$ cat src/design/pmm_pkg.sv
`default_nettype none
package pmm_pkg;

  // register indices; byte address is four times the index
  localparam logic [7:0] IDX_PORT1_CTRL = 8'h1d;
  localparam logic [7:0] IDX_PORT2_CTRL = 8'h2d;
  localparam logic [7:0] IDX_MODE_CTRL  = 8'hc3;
  localparam logic [7:0] IDX_SLEEP_TIME = 8'hc4;
  localparam logic [7:0] IDX_STATUS     = 8'hc5;

  // bus geometry
  localparam int AXI_AW = 12;
  localparam int AXI_DW = 32;
  localparam int REG_W  = 8;

  // field positions
  localparam int PORT_PD_BIT  = 3;
  localparam int MODE_LSB     = 0;
  localparam int PLL_DIS_BIT  = 2;
  localparam int ST_EDLOW_BIT = 2;
  localparam int ST_PLL_BIT   = 3;
  localparam int ST_RXP_LSB   = 4;
  localparam int ST_MAC_BIT   = 6;

  // power mode encodings
  localparam logic [1:0] MODE_NORMAL = 2'h0;
  localparam logic [1:0] MODE_ED     = 2'h1;
  localparam logic [1:0] MODE_SPD    = 2'h2;
  localparam logic [1:0] MODE_PS     = 2'h3;

  // reset values
  localparam logic [REG_W-1:0] RST_PORT  = 8'h00;
  localparam logic [REG_W-1:0] RST_MODE  = 8'h00;
  localparam logic [REG_W-1:0] RST_SLEEP = 8'h00;

  // axi responses
  localparam logic [1:0] RESP_OKAY   = 2'h0;
  localparam logic [1:0] RESP_SLVERR = 2'h2;

  // timing
  localparam int CLK_PERIOD_NS   = 25;
  localparam int PULSE_WIDTH_NS  = 120;
  localparam int PULSE_PERIOD_S  = 1;
  localparam int SLEEP_STEP_MS   = 1;
  localparam int PULSE_WIDTH_CYC = (PULSE_WIDTH_NS + CLK_PERIOD_NS - 1) / CLK_PERIOD_NS;
  localparam int PULSE_PERIOD_CYC = PULSE_PERIOD_S * (1000000000 / CLK_PERIOD_NS);
  localparam int SLEEP_STEP_CYC  = SLEEP_STEP_MS * (1000000 / CLK_PERIOD_NS);
  localparam int CNT_W           = 26;
  localparam int IDLE_W          = 9;

  // energy detect sub-states
  typedef enum logic {ED_NORMAL, ED_LOW} pmm_ed_state_t;

  // power enables toward the chip
  typedef struct packed {
    logic       pll_en;       // internal pll clocks running
    logic       mac_en;       // mac powered
    logic       host_if_en;   // host interface nominally enabled
    logic       rx_ed_en;     // receiver energy detector on
    logic [1:0] phy_tx_en;    // per-port transmitter on
    logic [1:0] phy_rx_en;    // per-port receiver fully on
    logic [1:0] rx_partial;   // per-port unused receiver sections off
  } pmm_ctrl_t;

endpackage
`default_nettype wire

$ cat src/design/pmm_sync.sv
`timescale 1ns/1ps
`default_nettype none
module pmm_sync #(
  parameter int W = 2
) (
  input  wire logic         clk,      // system clock
  input  wire logic         rst_n,    // synchronous reset, active low
  input  wire logic [W-1:0] async_i,  // pin level from outside the domain
  output logic      [W-1:0] level_q   // filtered level
);
  logic [W-1:0] s1_q;
  logic [W-1:0] s2_q;
  logic [W-1:0] s3_q;

  // three stages; s1 is read by s2 only, so metastability stays contained
  always_ff @(posedge clk) begin
    if (!rst_n) begin
      s1_q    <= '0;
      s2_q    <= '0;
      s3_q    <= '0;
      level_q <= '0;
    end else begin
      s1_q <= async_i;
      s2_q <= s1_q;
      s3_q <= s2_q;
      for (int i = 0; i < W; i++) begin
        if (s2_q[i] == s3_q[i]) begin
          level_q[i] <= s3_q[i];
        end
      end
    end
  end
endmodule
`default_nettype wire

$ cat src/design/pmm_pulse.sv
`timescale 1ns/1ps
`default_nettype none
module pmm_pulse
  import pmm_pkg::*;
#(
  parameter int PERIOD_CYC = 40000000,
  parameter int WIDTH_CYC  = 5
) (
  input  wire logic clk,      // system clock
  input  wire logic rst_n,    // synchronous reset, active low
  input  wire logic run,      // emit pulses while high
  output logic      pulse_q   // link pulse, registered
);
  import pmm_pkg::*;

  logic [CNT_W-1:0] cnt_q;

  // free period counter; restarts whenever run drops so the first pulse is prompt
  always_ff @(posedge clk) begin
    if (!rst_n || !run) begin
      cnt_q <= '0;
    end else if (cnt_q == CNT_W'(PERIOD_CYC - 1)) begin
      cnt_q <= '0;
    end else begin
      cnt_q <= cnt_q + CNT_W'(1);
    end
  end

  // pulse high for the first WIDTH_CYC counts of each period
  always_ff @(posedge clk) begin
    if (!rst_n) begin
      pulse_q <= 1'b0;
    end else begin
      pulse_q <= run && (cnt_q < CNT_W'(WIDTH_CYC));
    end
  end
endmodule
`default_nettype wire

$ cat src/design/pmm_top.sv
// How it works
// - two-bit mode field picks normal, energy detect, soft power down or power saving
// - port control bit 3 powers down only that port's phy
// - mode field resets to normal
// - normal mode runs pll, phy, mac and host interface
// - from normal, writing the mode field moves straight to any mode
// - power saving acts only with mode 11, autoneg on, no cable
// - power saving keeps pll, mac, host, transmitter; drops unused receiver parts
// - link activity in power saving restores full phy power
// - from power saving, writing the mode field moves to the new mode
// - energy detect has normal and low states; low keeps only energy detector and pll
// - no cable energy longer than sleep delay enters low state
// - cable energy in low state returns to normal power state
// - low state emits 120 ns link pulses once per second; the width rounds up to 5 cycles, 125 ns
// - in the energy detect low state, mode bit 2 disables the pll
// - soft power down stops pll, phy and mac, keeps registers
// - writing 00 during soft power down returns to normal
`timescale 1ns/1ps
`default_nettype none
module pmm_top
  import pmm_pkg::*;
#(
  parameter int PULSE_PERIOD = PULSE_PERIOD_CYC,
  parameter int SLEEP_STEP   = SLEEP_STEP_CYC
) (
  input  wire logic                  aclk,          // system clock, 40 MHz
  input  wire logic                  aresetn,       // synchronous reset, active low
  input  wire logic [AXI_AW-1:0]     s_awaddr,      // write address
  input  wire logic                  s_awvalid,     // write address valid
  output logic                       s_awready,     // write address ready
  input  wire logic [AXI_DW-1:0]     s_wdata,       // write data
  input  wire logic [AXI_DW/8-1:0]   s_wstrb,       // write byte strobes
  input  wire logic                  s_wvalid,      // write data valid
  output logic                       s_wready,      // write data ready
  output logic [1:0]                 s_bresp,       // write response
  output logic                       s_bvalid,      // write response valid
  input  wire logic                  s_bready,      // write response ready
  input  wire logic [AXI_AW-1:0]     s_araddr,      // read address
  input  wire logic                  s_arvalid,     // read address valid
  output logic                       s_arready,     // read address ready
  output logic [AXI_DW-1:0]          s_rdata,       // read data
  output logic [1:0]                 s_rresp,       // read response
  output logic                       s_rvalid,      // read data valid
  input  wire logic                  s_rready,      // read data ready
  input  wire logic [1:0]            rx_energy_i,   // per-port cable energy pin
  input  wire logic [1:0]            link_act_i,    // per-port link activity pin
  input  wire logic [1:0]            an_enable,     // per-port autoneg enabled, same clock
  output pmm_ctrl_t                  pwr_ctrl,      // registered power enables
  output logic [1:0]                 link_pulse     // per-port low-state link pulses
);
  import pmm_pkg::*;

  // register file
  logic [REG_W-1:0] port1_q;
  logic [REG_W-1:0] port2_q;
  logic [REG_W-1:0] mode_ctrl_q;
  logic [REG_W-1:0] sleep_q;
  logic [1:0]       mode_q;
  assign mode_q = mode_ctrl_q[MODE_LSB +: 2];

  // axi write side
  logic              aw_hold_q;
  logic              w_hold_q;
  logic [AXI_AW-1:0] awaddr_q;
  logic [AXI_DW-1:0] wdata_q;
  logic              wstrb0_q;
  logic              bvalid_q;
  logic [1:0]        bresp_q;
  logic              do_write;
  logic [7:0]        w_idx;
  logic              w_mapped;

  // axi read side
  logic              rvalid_q;
  logic [AXI_DW-1:0] rdata_q;
  logic [1:0]        rresp_q;
  logic [7:0]        r_idx;

  // synchronised pins and state
  logic [1:0]       energy_s;
  logic [1:0]       act_s;
  logic             energy_any;
  pmm_ed_state_t    ed_state_q;
  logic [CNT_W-1:0] step_q;
  logic [IDLE_W-1:0] idle_q;
  logic             step_tick;
  pmm_ctrl_t        ctrl_q;
  pmm_ctrl_t        ctrl_d;
  logic [1:0]       port_pd;
  logic [1:0]       ps_low;

  // pin inputs cross into aclk through three stages
  pmm_sync #(.W(2)) u_sync_energy (
    .clk     (aclk),
    .rst_n   (aresetn),
    .async_i (rx_energy_i),
    .level_q (energy_s)
  );

  pmm_sync #(.W(2)) u_sync_act (
    .clk     (aclk),
    .rst_n   (aresetn),
    .async_i (link_act_i),
    .level_q (act_s)
  );

  // the bus is never gated by the mode, so a stuck low-power state cannot lock software out
  assign s_awready = !aw_hold_q && !bvalid_q;
  assign s_wready  = !w_hold_q && !bvalid_q;
  assign s_bvalid  = bvalid_q;
  assign s_bresp   = bresp_q;
  assign s_arready = !rvalid_q;
  assign s_rvalid  = rvalid_q;
  assign s_rdata   = rdata_q;
  assign s_rresp   = rresp_q;

  assign do_write = aw_hold_q && w_hold_q && !bvalid_q;
  assign w_idx    = awaddr_q[9:2];
  assign r_idx    = s_araddr[9:2];
  assign w_mapped = (awaddr_q[AXI_AW-1:10] == '0) &&
                    ((w_idx == IDX_PORT1_CTRL) || (w_idx == IDX_PORT2_CTRL) ||
                     (w_idx == IDX_MODE_CTRL)  || (w_idx == IDX_SLEEP_TIME) ||
                     (w_idx == IDX_STATUS));

  // address and data are held independently; either may arrive first
  always_ff @(posedge aclk) begin
    if (!aresetn) begin
      aw_hold_q <= 1'b0;
      w_hold_q  <= 1'b0;
      awaddr_q  <= '0;
      wdata_q   <= '0;
      wstrb0_q  <= 1'b0;
    end else begin
      if (s_awvalid && s_awready) begin
        aw_hold_q <= 1'b1;
        awaddr_q  <= s_awaddr;
      end else if (do_write) begin
        aw_hold_q <= 1'b0;
      end
      if (s_wvalid && s_wready) begin
        w_hold_q <= 1'b1;
        wdata_q  <= s_wdata;
        wstrb0_q <= s_wstrb[0];
      end else if (do_write) begin
        w_hold_q <= 1'b0;
      end
    end
  end

  // write response one cycle after both halves are held
  always_ff @(posedge aclk) begin
    if (!aresetn) begin
      bvalid_q <= 1'b0;
      bresp_q  <= RESP_OKAY;
    end else if (do_write) begin
      bvalid_q <= 1'b1;
      bresp_q  <= w_mapped ? RESP_OKAY : RESP_SLVERR;
    end else if (s_bready) begin
      bvalid_q <= 1'b0;
    end
  end

  // register writes; only byte lane 0 carries data, status is read only
  always_ff @(posedge aclk) begin
    if (!aresetn) begin
      port1_q     <= RST_PORT;
      port2_q     <= RST_PORT;
      mode_ctrl_q <= RST_MODE;
      sleep_q     <= RST_SLEEP;
    end else if (do_write && w_mapped && wstrb0_q) begin
      case (w_idx)
        IDX_PORT1_CTRL: port1_q <= wdata_q[REG_W-1:0];
        IDX_PORT2_CTRL: port2_q <= wdata_q[REG_W-1:0];
        IDX_MODE_CTRL:  mode_ctrl_q <= wdata_q[REG_W-1:0];
        IDX_SLEEP_TIME: sleep_q <= wdata_q[REG_W-1:0];
        default: ;
      endcase
    end
  end

  // read path answers one cycle after the address is taken
  always_ff @(posedge aclk) begin
    if (!aresetn) begin
      rvalid_q <= 1'b0;
      rdata_q  <= '0;
      rresp_q  <= RESP_OKAY;
    end else if (s_arvalid && s_arready) begin
      rvalid_q <= 1'b1;
      rdata_q  <= '0;
      rresp_q  <= RESP_OKAY;
      if (s_araddr[AXI_AW-1:10] != '0) begin
        rresp_q <= RESP_SLVERR;
      end else begin
        case (r_idx)
          IDX_PORT1_CTRL: rdata_q[REG_W-1:0] <= port1_q;
          IDX_PORT2_CTRL: rdata_q[REG_W-1:0] <= port2_q;
          IDX_MODE_CTRL:  rdata_q[REG_W-1:0] <= mode_ctrl_q;
          IDX_SLEEP_TIME: rdata_q[REG_W-1:0] <= sleep_q;
          IDX_STATUS: begin
            rdata_q[MODE_LSB +: 2]   <= mode_q;
            rdata_q[ST_EDLOW_BIT]    <= (ed_state_q == ED_LOW);
            rdata_q[ST_PLL_BIT]      <= ctrl_q.pll_en;
            rdata_q[ST_RXP_LSB +: 2] <= ctrl_q.rx_partial;
            rdata_q[ST_MAC_BIT]      <= ctrl_q.mac_en;
          end
          default: rresp_q <= RESP_SLVERR;
        endcase
      end
    end else if (s_rready) begin
      rvalid_q <= 1'b0;
    end
  end

  assign energy_any = |energy_s;
  assign step_tick  = (step_q == CNT_W'(SLEEP_STEP - 1));

  // sleep-delay step prescaler; restarts on energy so idle time is measured cleanly
  always_ff @(posedge aclk) begin
    if (!aresetn || energy_any || mode_q != MODE_ED || step_tick) begin
      step_q <= '0;
    end else begin
      step_q <= step_q + CNT_W'(1);
    end
  end

  // idle time in steps, saturating so a long quiet cable never wraps back
  always_ff @(posedge aclk) begin
    if (!aresetn || energy_any || mode_q != MODE_ED) begin
      idle_q <= '0;
    end else if (step_tick && idle_q != '1) begin
      idle_q <= idle_q + IDLE_W'(1);
    end
  end

  // energy detect sleep and wake
  always_ff @(posedge aclk) begin
    if (!aresetn) begin
      ed_state_q <= ED_NORMAL;
    end else if (mode_q != MODE_ED) begin
      ed_state_q <= ED_NORMAL;
    end else begin
      case (ed_state_q)
        ED_NORMAL: if (!energy_any && idle_q > {1'b0, sleep_q}) begin
          ed_state_q <= ED_LOW;
        end
        ED_LOW: if (energy_any) begin
          ed_state_q <= ED_NORMAL;
        end
        default: ed_state_q <= ED_NORMAL;
      endcase
    end
  end

  assign port_pd = {port2_q[PORT_PD_BIT], port1_q[PORT_PD_BIT]};
  // receiver trim only with autoneg on, no cable and no link attempt
  assign ps_low  = {2{mode_q == MODE_PS}} & an_enable & ~energy_s & ~act_s;

  // power enables from mode, sub-state and per-port power down
  always_comb begin
    ctrl_d = '0;
    case (mode_q)
      MODE_NORMAL: begin
        ctrl_d.pll_en     = 1'b1;
        ctrl_d.mac_en     = 1'b1;
        ctrl_d.host_if_en = 1'b1;
        ctrl_d.phy_tx_en  = 2'b11;
        ctrl_d.phy_rx_en  = 2'b11;
      end
      MODE_PS: begin
        ctrl_d.pll_en     = 1'b1;
        ctrl_d.mac_en     = 1'b1;
        ctrl_d.host_if_en = 1'b1;
        ctrl_d.phy_tx_en  = 2'b11;
        ctrl_d.phy_rx_en  = ~ps_low;
        ctrl_d.rx_partial = ps_low;
      end
      MODE_ED: begin
        ctrl_d.rx_ed_en = 1'b1;
        if (ed_state_q == ED_NORMAL) begin
          ctrl_d.pll_en     = 1'b1;
          ctrl_d.mac_en     = 1'b1;
          ctrl_d.host_if_en = 1'b1;
          ctrl_d.phy_tx_en  = 2'b11;
          ctrl_d.phy_rx_en  = 2'b11;
        end else begin
          ctrl_d.pll_en = !mode_ctrl_q[PLL_DIS_BIT];
        end
      end
      MODE_SPD: ctrl_d = '0;
      default: ctrl_d = '0;
    endcase
    ctrl_d.phy_tx_en  = ctrl_d.phy_tx_en & ~port_pd;
    ctrl_d.phy_rx_en  = ctrl_d.phy_rx_en & ~port_pd;
    ctrl_d.rx_partial = ctrl_d.rx_partial & ~port_pd;
  end

  // enables leave through flops so the power switches see no glitches
  always_ff @(posedge aclk) begin
    if (!aresetn) begin
      ctrl_q <= '0;
    end else begin
      ctrl_q <= ctrl_d;
    end
  end
  assign pwr_ctrl = ctrl_q;

  // one generator per port, running only in the low state of a powered port
  for (genvar p = 0; p < 2; p++) begin : g_pulse
    pmm_pulse #(.PERIOD_CYC(PULSE_PERIOD), .WIDTH_CYC(PULSE_WIDTH_CYC)) u_pulse (
      .clk     (aclk),
      .rst_n   (aresetn),
      .run     ((ed_state_q == ED_LOW) && !port_pd[p]),
      .pulse_q (link_pulse[p])
    );
  end
endmodule
`default_nettype wire

$ cat config.mk
export PLATFORM = sky130hd
export DESIGN_NAME = pmm_top
export DESIGN_NICKNAME = d
export VERILOG_FILES = /design/src/design/pmm_pkg.sv /design/src/design/pmm_sync.sv /design/src/design/pmm_pulse.sv /design/src/design/pmm_top.sv
export SDC_FILE = /design/constraint.sdc
export NUM_CORES = 1
export LEC_CHECK = 0
export BUFFER_PORTS_ARGS = -buffer_cell sky130_fd_sc_hd__buf_2
export CAP_MARGIN = 10
export CORE_ASPECT_RATIO = 0.9
export CORE_MARGIN = 1
export CORE_UTILIZATION = 53
export CTS_BUF_LIST = sky130_fd_sc_hd__clkbuf_4 sky130_fd_sc_hd__clkbuf_8
export CTS_CLUSTER_SIZE = 24
export DETAILED_ROUTE_END_ITERATION = 12
export GPL_TIMING_DRIVEN = 1
export PLACE_DENSITY_LB_ADDON = 0.05
export RECOVER_POWER = 100
export SLEW_MARGIN = 25
export SYNTH_ARGS = -nofsm -noshare
export SYNTH_HDL_FRONTEND = slang
export SYNTH_SLANG_ARGS = --single-unit
$ cat constraint.sdc
create_clock -name aclk -period 2.35 [get_ports aclk]
set_input_delay 0.1175 -clock aclk [delete_from_list [all_inputs] [get_ports aclk]]
set_output_delay 0.1175 -clock aclk [all_outputs]
set_load 0.1 [all_outputs]
## Word level (Yosys, flattened, before mapping)

Index checks and enable logic that the tools add are counted.
Widths: inputs -> output; s select.

- Bits in registers: 185
- Input port bits: 73
- Output and inout bits: 53
- Logic and storage cells: 155

- Add/subtract/negate cells: 4
- $lt $le $gt $ge: 3
- Eq/ne operators: 22
- Muxes and demuxes: 23
- Bitwise gates (word level): 12
- Reduce and logical (&&, ||, !) cells: 53

Operators with widths:

| kind | count |
|---|---|
| $add 26x1->26 const B | 3 |
| $eq 26x26->1 const B | 2 |
| $lt 26x3->1 const B | 2 |
| $eq 8x8->1 const B | 6 |
| $pmux 7 s5 | 1 |
| $eq 26x16->1 const B | 1 |
| $eq 8x5->1 const B | 2 |
| $eq 8x6->1 const B | 2 |
| $logic_and 1x1->1 | 16 |
| $pmux 4 s4 | 1 |
| $and 2x2->2 | 6 |
| $logic_not 1->1 | 11 |
| $mux 1 | 11 |
| $mux 2 | 5 |
| $reduce_bool 2->1 | 5 |
| $reduce_or 2->1 | 5 |
| $add 9x1->9 const B | 1 |
| $gt 9x8->1 | 1 |
| $logic_or 1x1->1 | 9 |
| $ne 9x9->1 const B | 1 |
| $pmux 3 s3 | 1 |
| $mux 8 | 1 |
| $not 2->2 | 4 |
| $reduce_and 2->1 | 4 |
| other kinds (10) | 16 |

## Logic depth before layout (Yosys ltp)

Gate-level depths: netlist of run 1.

- Depth in word-level cells: 9
- Mapped depth: 9
- Mapped depth without buffers: 9

## Hierarchy

From an unflattened synthesis of run 1, not the netlist that was laid out.

- Cell total of the unflattened synthesis: 1016
- Area, all modules: 8541.9 µm²

Modules (own cells, without submodules):

| module | instances | cells each | area an instance (µm²) | sequential area each (µm²) |
|---|---|---|---|---|
| pmm_top | 1 | 658 | 5469.0 | 2202.1 |
| pmm_pulse | 2 | 159 | 1298.7 | 540.5 |
| pmm_sync | 2 | 20 | 237.7 | 160.2 |

## Least setup slack after synthesis of run 1

Ideal clock, no wire load.

- Path kind: register to register
- Start point: register bvalid_q, in the netlist s_bvalid
- End point: register wdata_q[0]
- Setup time: 0.123 ns
- Data arrival time: 2.825 ns
- Slack: -0.599 ns
- Stages on the path, launching flop included: 5
- Path buffers: 0
- Clock period less this slack: 2.949 ns
- Cells stage by stage: dfxtp_1 -> nor2_1 -> nand2_1 -> nand2_1 -> a21boi_0

- Longest elaborated chain between the ends: 3

RTL lines:

| what | line | source |
|---|---|---|
| start, declared | pmm_top.sv:67 | `logic bvalid_q;` |
| start signal, assigned | pmm_top.sv:153 | `bvalid_q <= 1'b0;` |
| start signal, assigned | pmm_top.sv:156 | `bvalid_q <= 1'b1;` |
| start signal, assigned | pmm_top.sv:159 | `bvalid_q <= 1'b0;` |
| $logic_not 1->1 | pmm_top.sv:109 | `assign s_wready = !w_hold_q && !bvalid_q;` |
| $logic_and 1x1->1 | pmm_top.sv:109 |  |
| net s_wready | pmm_top.sv:34 | `output logic s_wready,` |
| $logic_and 1x1->1 | pmm_top.sv:140 | `if (s_wvalid && s_wready) begin` |
| end signal, assigned | pmm_top.sv:142 | `wdata_q <= s_wdata;` |
| end, declared | pmm_top.sv:65 | `logic [AXI_DW-1:0] wdata_q;` |

The timed path passes the listed nets, and every way through them passes these cells.
A chain may end at the register's enable or synchronous reset.

## Final worst setup path of run 1

- Start point: register step_q[22]
- End point: register idle_q[4]

- Longest elaborated chain between the ends: 2

RTL lines:

| what | line | source |
|---|---|---|
| start, declared | pmm_top.sv:84 | `logic [CNT_W-1:0] step_q;` |
| start signal, assigned | pmm_top.sv:222 | `step_q <= step_q + CNT_W'(1);` |
| $eq 26x16->1 | pmm_top.sv:215 | `assign step_tick = (step_q == CNT_W'(SLEEP_STEP - 1));` |
| $logic_and 1x1->1 | pmm_top.sv:230 | `end else if (step_tick && idle_q != '1) begin` |
| end signal, assigned | pmm_top.sv:231 | `idle_q <= idle_q + IDLE_W'(1);` |
| end, declared | pmm_top.sv:85 | `logic [IDLE_W-1:0] idle_q;` |

Every way passes these cells.

==> impl_metrics.yaml, run 1 <==
run_status:
  status: "finished clean"
die:
  rows: 42
  dieWidth_um: 132
  dieArea_mm2: 0.0156
  coreArea_mm2: 0.0148
  ios: 126
  fp.dieH_um: 119
  start_util: 0.543
power_and_ir_drop:
  power_density_mw_per_mm2: 644
  ir_worst_vdd_v: 0.000569
  leakagePower_nw: 3.34
cts:
  cts_max_level: 4
  clk_pin_slew_ns: 0.09
  cts_max_path_buffers: 2
  cts.sinks: 180
  cts_made_buffers: 17
  post-cts-setup-buffers: 0
  clk-insertion-delay-late_ns: 0.46
  cts_tree: "yes"
  ctsRootBufferMaster: "clkbuf_8"
worst_setup_path:
  cp_max_fo: 4
  critPathCaptureType: "register"
  startpoint_type: "register"
  arrival_ns: 2.55
  worstSetupPathType: "register to register"
  cp.required_ns: 2.68
detailed_routing:
  drt_pass1_iterations: 5
  via_count: 6452
  drt_iter0_drc: 389
  remaining_drc_errors: 0
  wl_um: 16900
  wire_per_inst_um: 13.5
  via_per_inst: 5.15
  detail-route-antenna-nets: 0
place:
  place.gp.congestion: 0.887
  place_area_mm2: 0.00865
  port_buffers: 68
  place_hpwl_um: 11800
synthesis:
  yosysSeqAreaShare: 0.449
  synth_ff_type: "dfxtp_1"
  synth_area_per_cell_um2: 8.66
  netlist.area_leader.share: 0.449
  synth_cell_type_count: 54
  ys_ff_latch: 180
  synth_area_leaders: "dfxtp_1 (45%), nand2_1 (5.1%), nor2_1 (5.1%), xor2_1 (4.7%), xnor2_1 (3.6%)"
  synth_edf_count: 0
  synth_area_mm2: 0.00802
  synth_top_cell_by_area: "dfxtp_1"
  async_flop_share: 0
  syn_inst: 926
  yosys_warnings: 0
timing:
  slew_violations: 0
  finClkSkew_ns: 0.0180
  rsz0062_at_grt: "false"
  max_freq_ghz: 0.449
  layout_min_cycle_time_ns: 2.23
  finalHoldViolations: 0
  maxSlewHeadroom: 0.169
  worstMarginPinSlew_ns: 1.25
  min_period_over_period: 0.947
  setup_tns_ns: 0
  setup_viol_count_final: 0
global_route:
  grt_antenna_before_repair: 0
  track_usage: 0.223
  grt_max_degree: 72
  grt_pass1_wl_um: 28300
  grt_pass1_vias: 5850
  overflow: 0
final_layout:
  final_nets: 1129
  fill_cells: 1357
  fin_area_mm2: 0.00930
  drive_above_1_share: 0.111
  synthToLayoutAreaGrowth_pct: 16.0
  diodes: 0
job:
  maxCapViolations: 0
worst_hold_path:
  min_path_type: "input pin to register"
## routing by layer
metal	global-route usage	part of all wire
met5	0	0
met4	0.0807	0.017
met3	0.0485	0.042
met2	0.343	0.44
met1	0.308	0.50
## timing repair
| action | in CTS | in global routing |
|---|---|---|
| endpoints found under the hold margin | 28 | 0 |
| endpoints found under the setup margin | 0 | 2 |
| hold buffers | 29 | 0 |
| gates resized for setup | 0 | 3 |
## through the flow
stage                     instances  utilization  hold slack, ns  setup WS [ns]  power [mW]
after CTS                      1252        0.636          0.0615         0.0699        6.06
after global routing           1252        0.630          0.0876         0.0143        6.22
final                          1252        0.630          0.0812          0.124        5.99
after detailed placement       1191        0.585           0.327         0.0885        3.69
after floorplan                 951            -           0.245        -0.0792        3.64
after global placement         1191        0.585           0.322         0.0877        3.69
## flip-flops by register name, indices dropped and copies added (netlist names), 2 cells and up
signal	flops
u_sync_energy.s3_q	2
awaddr_q	10
wdata_q	8
u_sync_act.s1_q	2
g_pulse.u_pulse.cnt_q	52
port1_q	8
u_sync_energy.level_q	2
idle_q	9
u_sync_energy.s1_q	2
step_q	26
u_sync_act.s2_q	2
g_pulse.u_pulse.pulse_q	2
u_sync_act.s3_q	2
pwr_ctrl	9
s_rdata	8
port2_q	8
mode_ctrl_q	8
u_sync_energy.s2_q	2
u_sync_act.level_q	2
sleep_q	8
## cell type report
| class | instances | area [µm²] | area share |
|---|---|---|---|
| Timing Repair Buffer | 133 | 826 | 0.0888 |
| Clock inverter | 13 | 195 | 0.0210 |
| Inverter | 33 | 124 | 0.0133 |
| Sequential cell | 180 | 3600 | 0.387 |
| Clock buffer | 19 | 255 | 0.0274 |
| Tap cell | 198 | 248 | 0.0266 |
| Multi-Input combinational cell | 676 | 4050 | 0.435 |
## kinds of logic (layout without fill, tap and decap cells)
| family | after synthesis | count (layout) | share of synthesized area |
|---|---|---|---|
| muxes | 18 | 18 | 0.0225 |
| xor gates and xnor gates | 76 | 76 | 0.0830 |
| adders and majority gates | 15 | 15 | 0.0234 |
| buffers and inverters | 95 | 198 | 0.0596 |
| AOI/OAI and AO/OA | 106 | 106 | 0.0897 |
| and+or+nand+nor | 435 | 435 | 0.272 |
| DFF | 180 | 180 | 0.449 |
| other | 1 | 26 | 0.000468 |
## critical path, stage by stage, from the launching register on
cell and delay [ns]:
dfxtp_1 0.31, or4_1 0.52, or4_4 0.54, clkbuf_1 0.16
nor4_1 0.36, xnor2_1 0.17, nor2_1 0.05
## synth_stat cells (22+ instances only)
master	count
a21boi_0	25
inv_1	33
nand2_1	109
o21ai_0	33
dfxtp_1	180
nor2_1	109
nand4_1	29
clkbuf_1	26
xor2_1	43
nand3_1	53
xnor2_1	33
nor2b_1	22
buf_4	29
## path summary, 6_finish.rpt
| kind | depth (start not counted) | startpoint | end | slack, ns |
|---|---|---|---|---|
| min reg2reg | 1 | u_sync_energy.s1_q[1] | u_sync_energy.s2_q[1] | 0.44 |
| max | 6 | step_q[22] | idle_q[4] | 0.12 |
| max reg2reg | 6 | step_q[22] | idle_q[4] | 0.12 |
| min | 3 | an_enable[1] | pwr_ctrl[3] | 0.08 |
## where the power goes
| part | switching [mW] | total [mW] | internal (mW) | leakage [nW] |
|---|---|---|---|---|
| Combinational | 0.407 | 0.522 | 0.115 | 1.66 |
| Sequential | 0.0413 | 3.13 | 3.09 | 1.46 |
| Clock | 1.12 | 2.34 | 1.22 | 0.223 |
| Total | 1.57 | 5.99 | 4.42 | 3.34 |
## placed cells by master, fill, tap and decap left out, drive strengths merged, types with 3 or more instances in the layout
cell type	n
dfxtp	180
a21oi	8
nor2b	22
a31o	4
clkinv	3
nand3	53
bufinv	4
clkbuf	61
a21boi	25
conb	26
inv	37
nand4	29
xor2	43
nor3	22
a22oi	12
and3	15
or3	5
nand2	109
or2	3
nor4	17
mux2i	18
o21ai	35
and3b	6
nor2	109
and2	18
and4	7
dlygate4sd3	29
nor4b	7
nand2b	3
a22o	7
ha	15
or4	7
buf	62
xnor2	33
Note: power is estimated with default switching activity, not from simulation.
==> run 2: changes to the inputs <==
Settings changed: HOLD_SLACK_MARGIN set to 0.1.
==> impl_metrics.yaml, run 2 (same netlist as run 1, synthesis figures left out) <==
run_status:
  status: "finished clean"
die:
  start_util: 0.543
  ios: 126
  dieArea_mm2: 0.0156
  fp.dieH_um: 119
  dieWidth_um: 132
  coreArea_mm2: 0.0148
  rows: 42
worst_setup_path:
  worstSetupPathType: "register to register"
  arrival_ns: 2.55
  critPathCaptureType: "register"
  startpoint_type: "register"
  cp_max_fo: 4
  cp.required_ns: 2.68
detailed_routing:
  wire_per_inst_um: 13.5
  detail-route-antenna-nets: 0
  drt_iter0_drc: 401
  remaining_drc_errors: 0
  via_per_inst: 5.16
  wl_um: 16900
  via_count: 6468
  drt_pass1_iterations: 5
timing:
  max_freq_ghz: 0.450
  finalHoldViolations: 0
  setup_viol_count_final: 0
  slew_violations: 0
  rsz0062_at_grt: "false"
  maxSlewHeadroom: 0.170
  layout_min_cycle_time_ns: 2.22
  finClkSkew_ns: 0.0179
  min_period_over_period: 0.947
  worstMarginPinSlew_ns: 1.25
power_and_ir_drop:
  p_total_mw: 5.99
  pwr-share-seq: 0.523
  clockPowerShare: 0.390
  power_density_mw_per_mm2: 643
  combPwrFrac: 0.087
  p_switching_mw: 1.57
  ir_worst_vdd_v: 0.000563
  leakagePower_nw: 3.35
  swShare: 0.262
  p_int_mw: 4.42
global_route:
  grt_pass1_wl_um: 28300
  grt_max_degree: 72
  grt_antenna_before_repair: 0
  track_usage: 0.224
  grt_pass1_vias: 5878
  overflow: 0
final_layout:
  layout_commonest_cell: "dfxtp_1"
  final_nets: 1131
  diodes: 0
  final_util: 0.631
  drive_above_1_share: 0.111
  layout_common_cells: "dfxtp_1 (180), nand2_1 (109), nor2_1 (107)"
  top_register: "g_pulse.u_pulse.cnt_q"
  largestRegisters: "g_pulse.u_pulse.cnt_q: 52 flops, step_q: 26 flops, awaddr_q: 10 flops"
  final_cells: 1254
  synthToLayoutAreaGrowth_pct: 16.2
  largest_reg_flops: 52
cts:
  clk-insertion-delay-late_ns: 0.46
  cts_tree: "yes"
  cts_made_buffers: 17
  ctsRootBufferMaster: "clkbuf_8"
  cts.sinks: 180
  clk_pin_slew_ns: 0.10
  cts_max_path_buffers: 2
  cts_max_level: 4
job:
  maxCapViolations: 0
worst_hold_path:
  min_path_type: "input pin to register"
place:
  place.gp.congestion: 0.887
  port_buffers: 68
  place_hpwl_um: 11800
  placedCellCount: 1191
[run 2: changes by cell type in the layout (fill, tap and decap cells not counted)]
cell	delta
dlygate4sd3_1	+2
[run 2: worst max-delay path, stage by stage, from the launching register on]
cell and delay [ns]:
dfxtp_1 0.31, or4_1 0.52, or4_4 0.54, clkbuf_1 0.16, nor4_1 0.36, xnor2_1 0.17, nor2_1 0.05
[run 2: area by class of cell]
class	instances	area (µm²)
multi-input cells	676	4050
flip-flops and latches	180	3600
clock buffers	19	255
well taps	198	248
fillers	1357	5450
inverters	33	124
repair buffers	135	846
clock inverters	13	195
[run 2: power groups by stage]
stage | combinational [mW] | sequential [mW] | clock [mW]
finish | 0.524 | 3.13 | 2.34
global route | 0.554 | 3.14 | 2.53
detailed placement | 0.488 | 3.20 | 0
CTS | 0.528 | 3.13 | 2.40
floorplan | 0.376 | 3.26 | 0
global placement | 0.487 | 3.20 | 0
[run 2: worst paths after layout]
kind / cells past startpoint / endpoint / slack [ns] / startpoint
worst min-delay path: 4 / awaddr_q[2] / 0.19 / s_awvalid
worst max register to register: 6 / idle_q[4] / 0.13 / step_q[22]
worst max-delay path: 6 / idle_q[4] / 0.13 / step_q[22]
worst min register to register: 1 / u_sync_energy.s2_q[1] / 0.44 / u_sync_energy.s1_q[1]
[run 2: metrics by stage]
stage          worst slack [ns]  hold slack [ns]  setup TNS (ns)  instance area, µm²
2_1_floorplan           -0.0792            0.245           -1.23                8130
3_3_place_gp             0.0877            0.322               0                8650
3_5_place_dp             0.0885            0.327               0                8650
4_1_cts                  0.0699            0.164               0                9410
5_1_grt                  0.0143            0.209               0                9320
6_report                  0.126            0.190               0                9320
[run 2: repair_timing]
action                                 in CTS  in global routing
gates resized for setup                     0                  3
endpoints found under the hold margin      32                  0
hold buffers                               31                  0
setup endpoints to repair                   0                  2
buffers inserted                            0                  0
[run 2: per-layer routing]
layer,global-route usage,part of all wire,wire [µm],up-vias
met4,0.0807,0.018,296,0
li1,-,-,-,3336
met3,0.0480,0.043,731,21
met2,0.344,0.44,7460,147
met5,0,0,0,-
met1,0.308,0.50,8380,2964
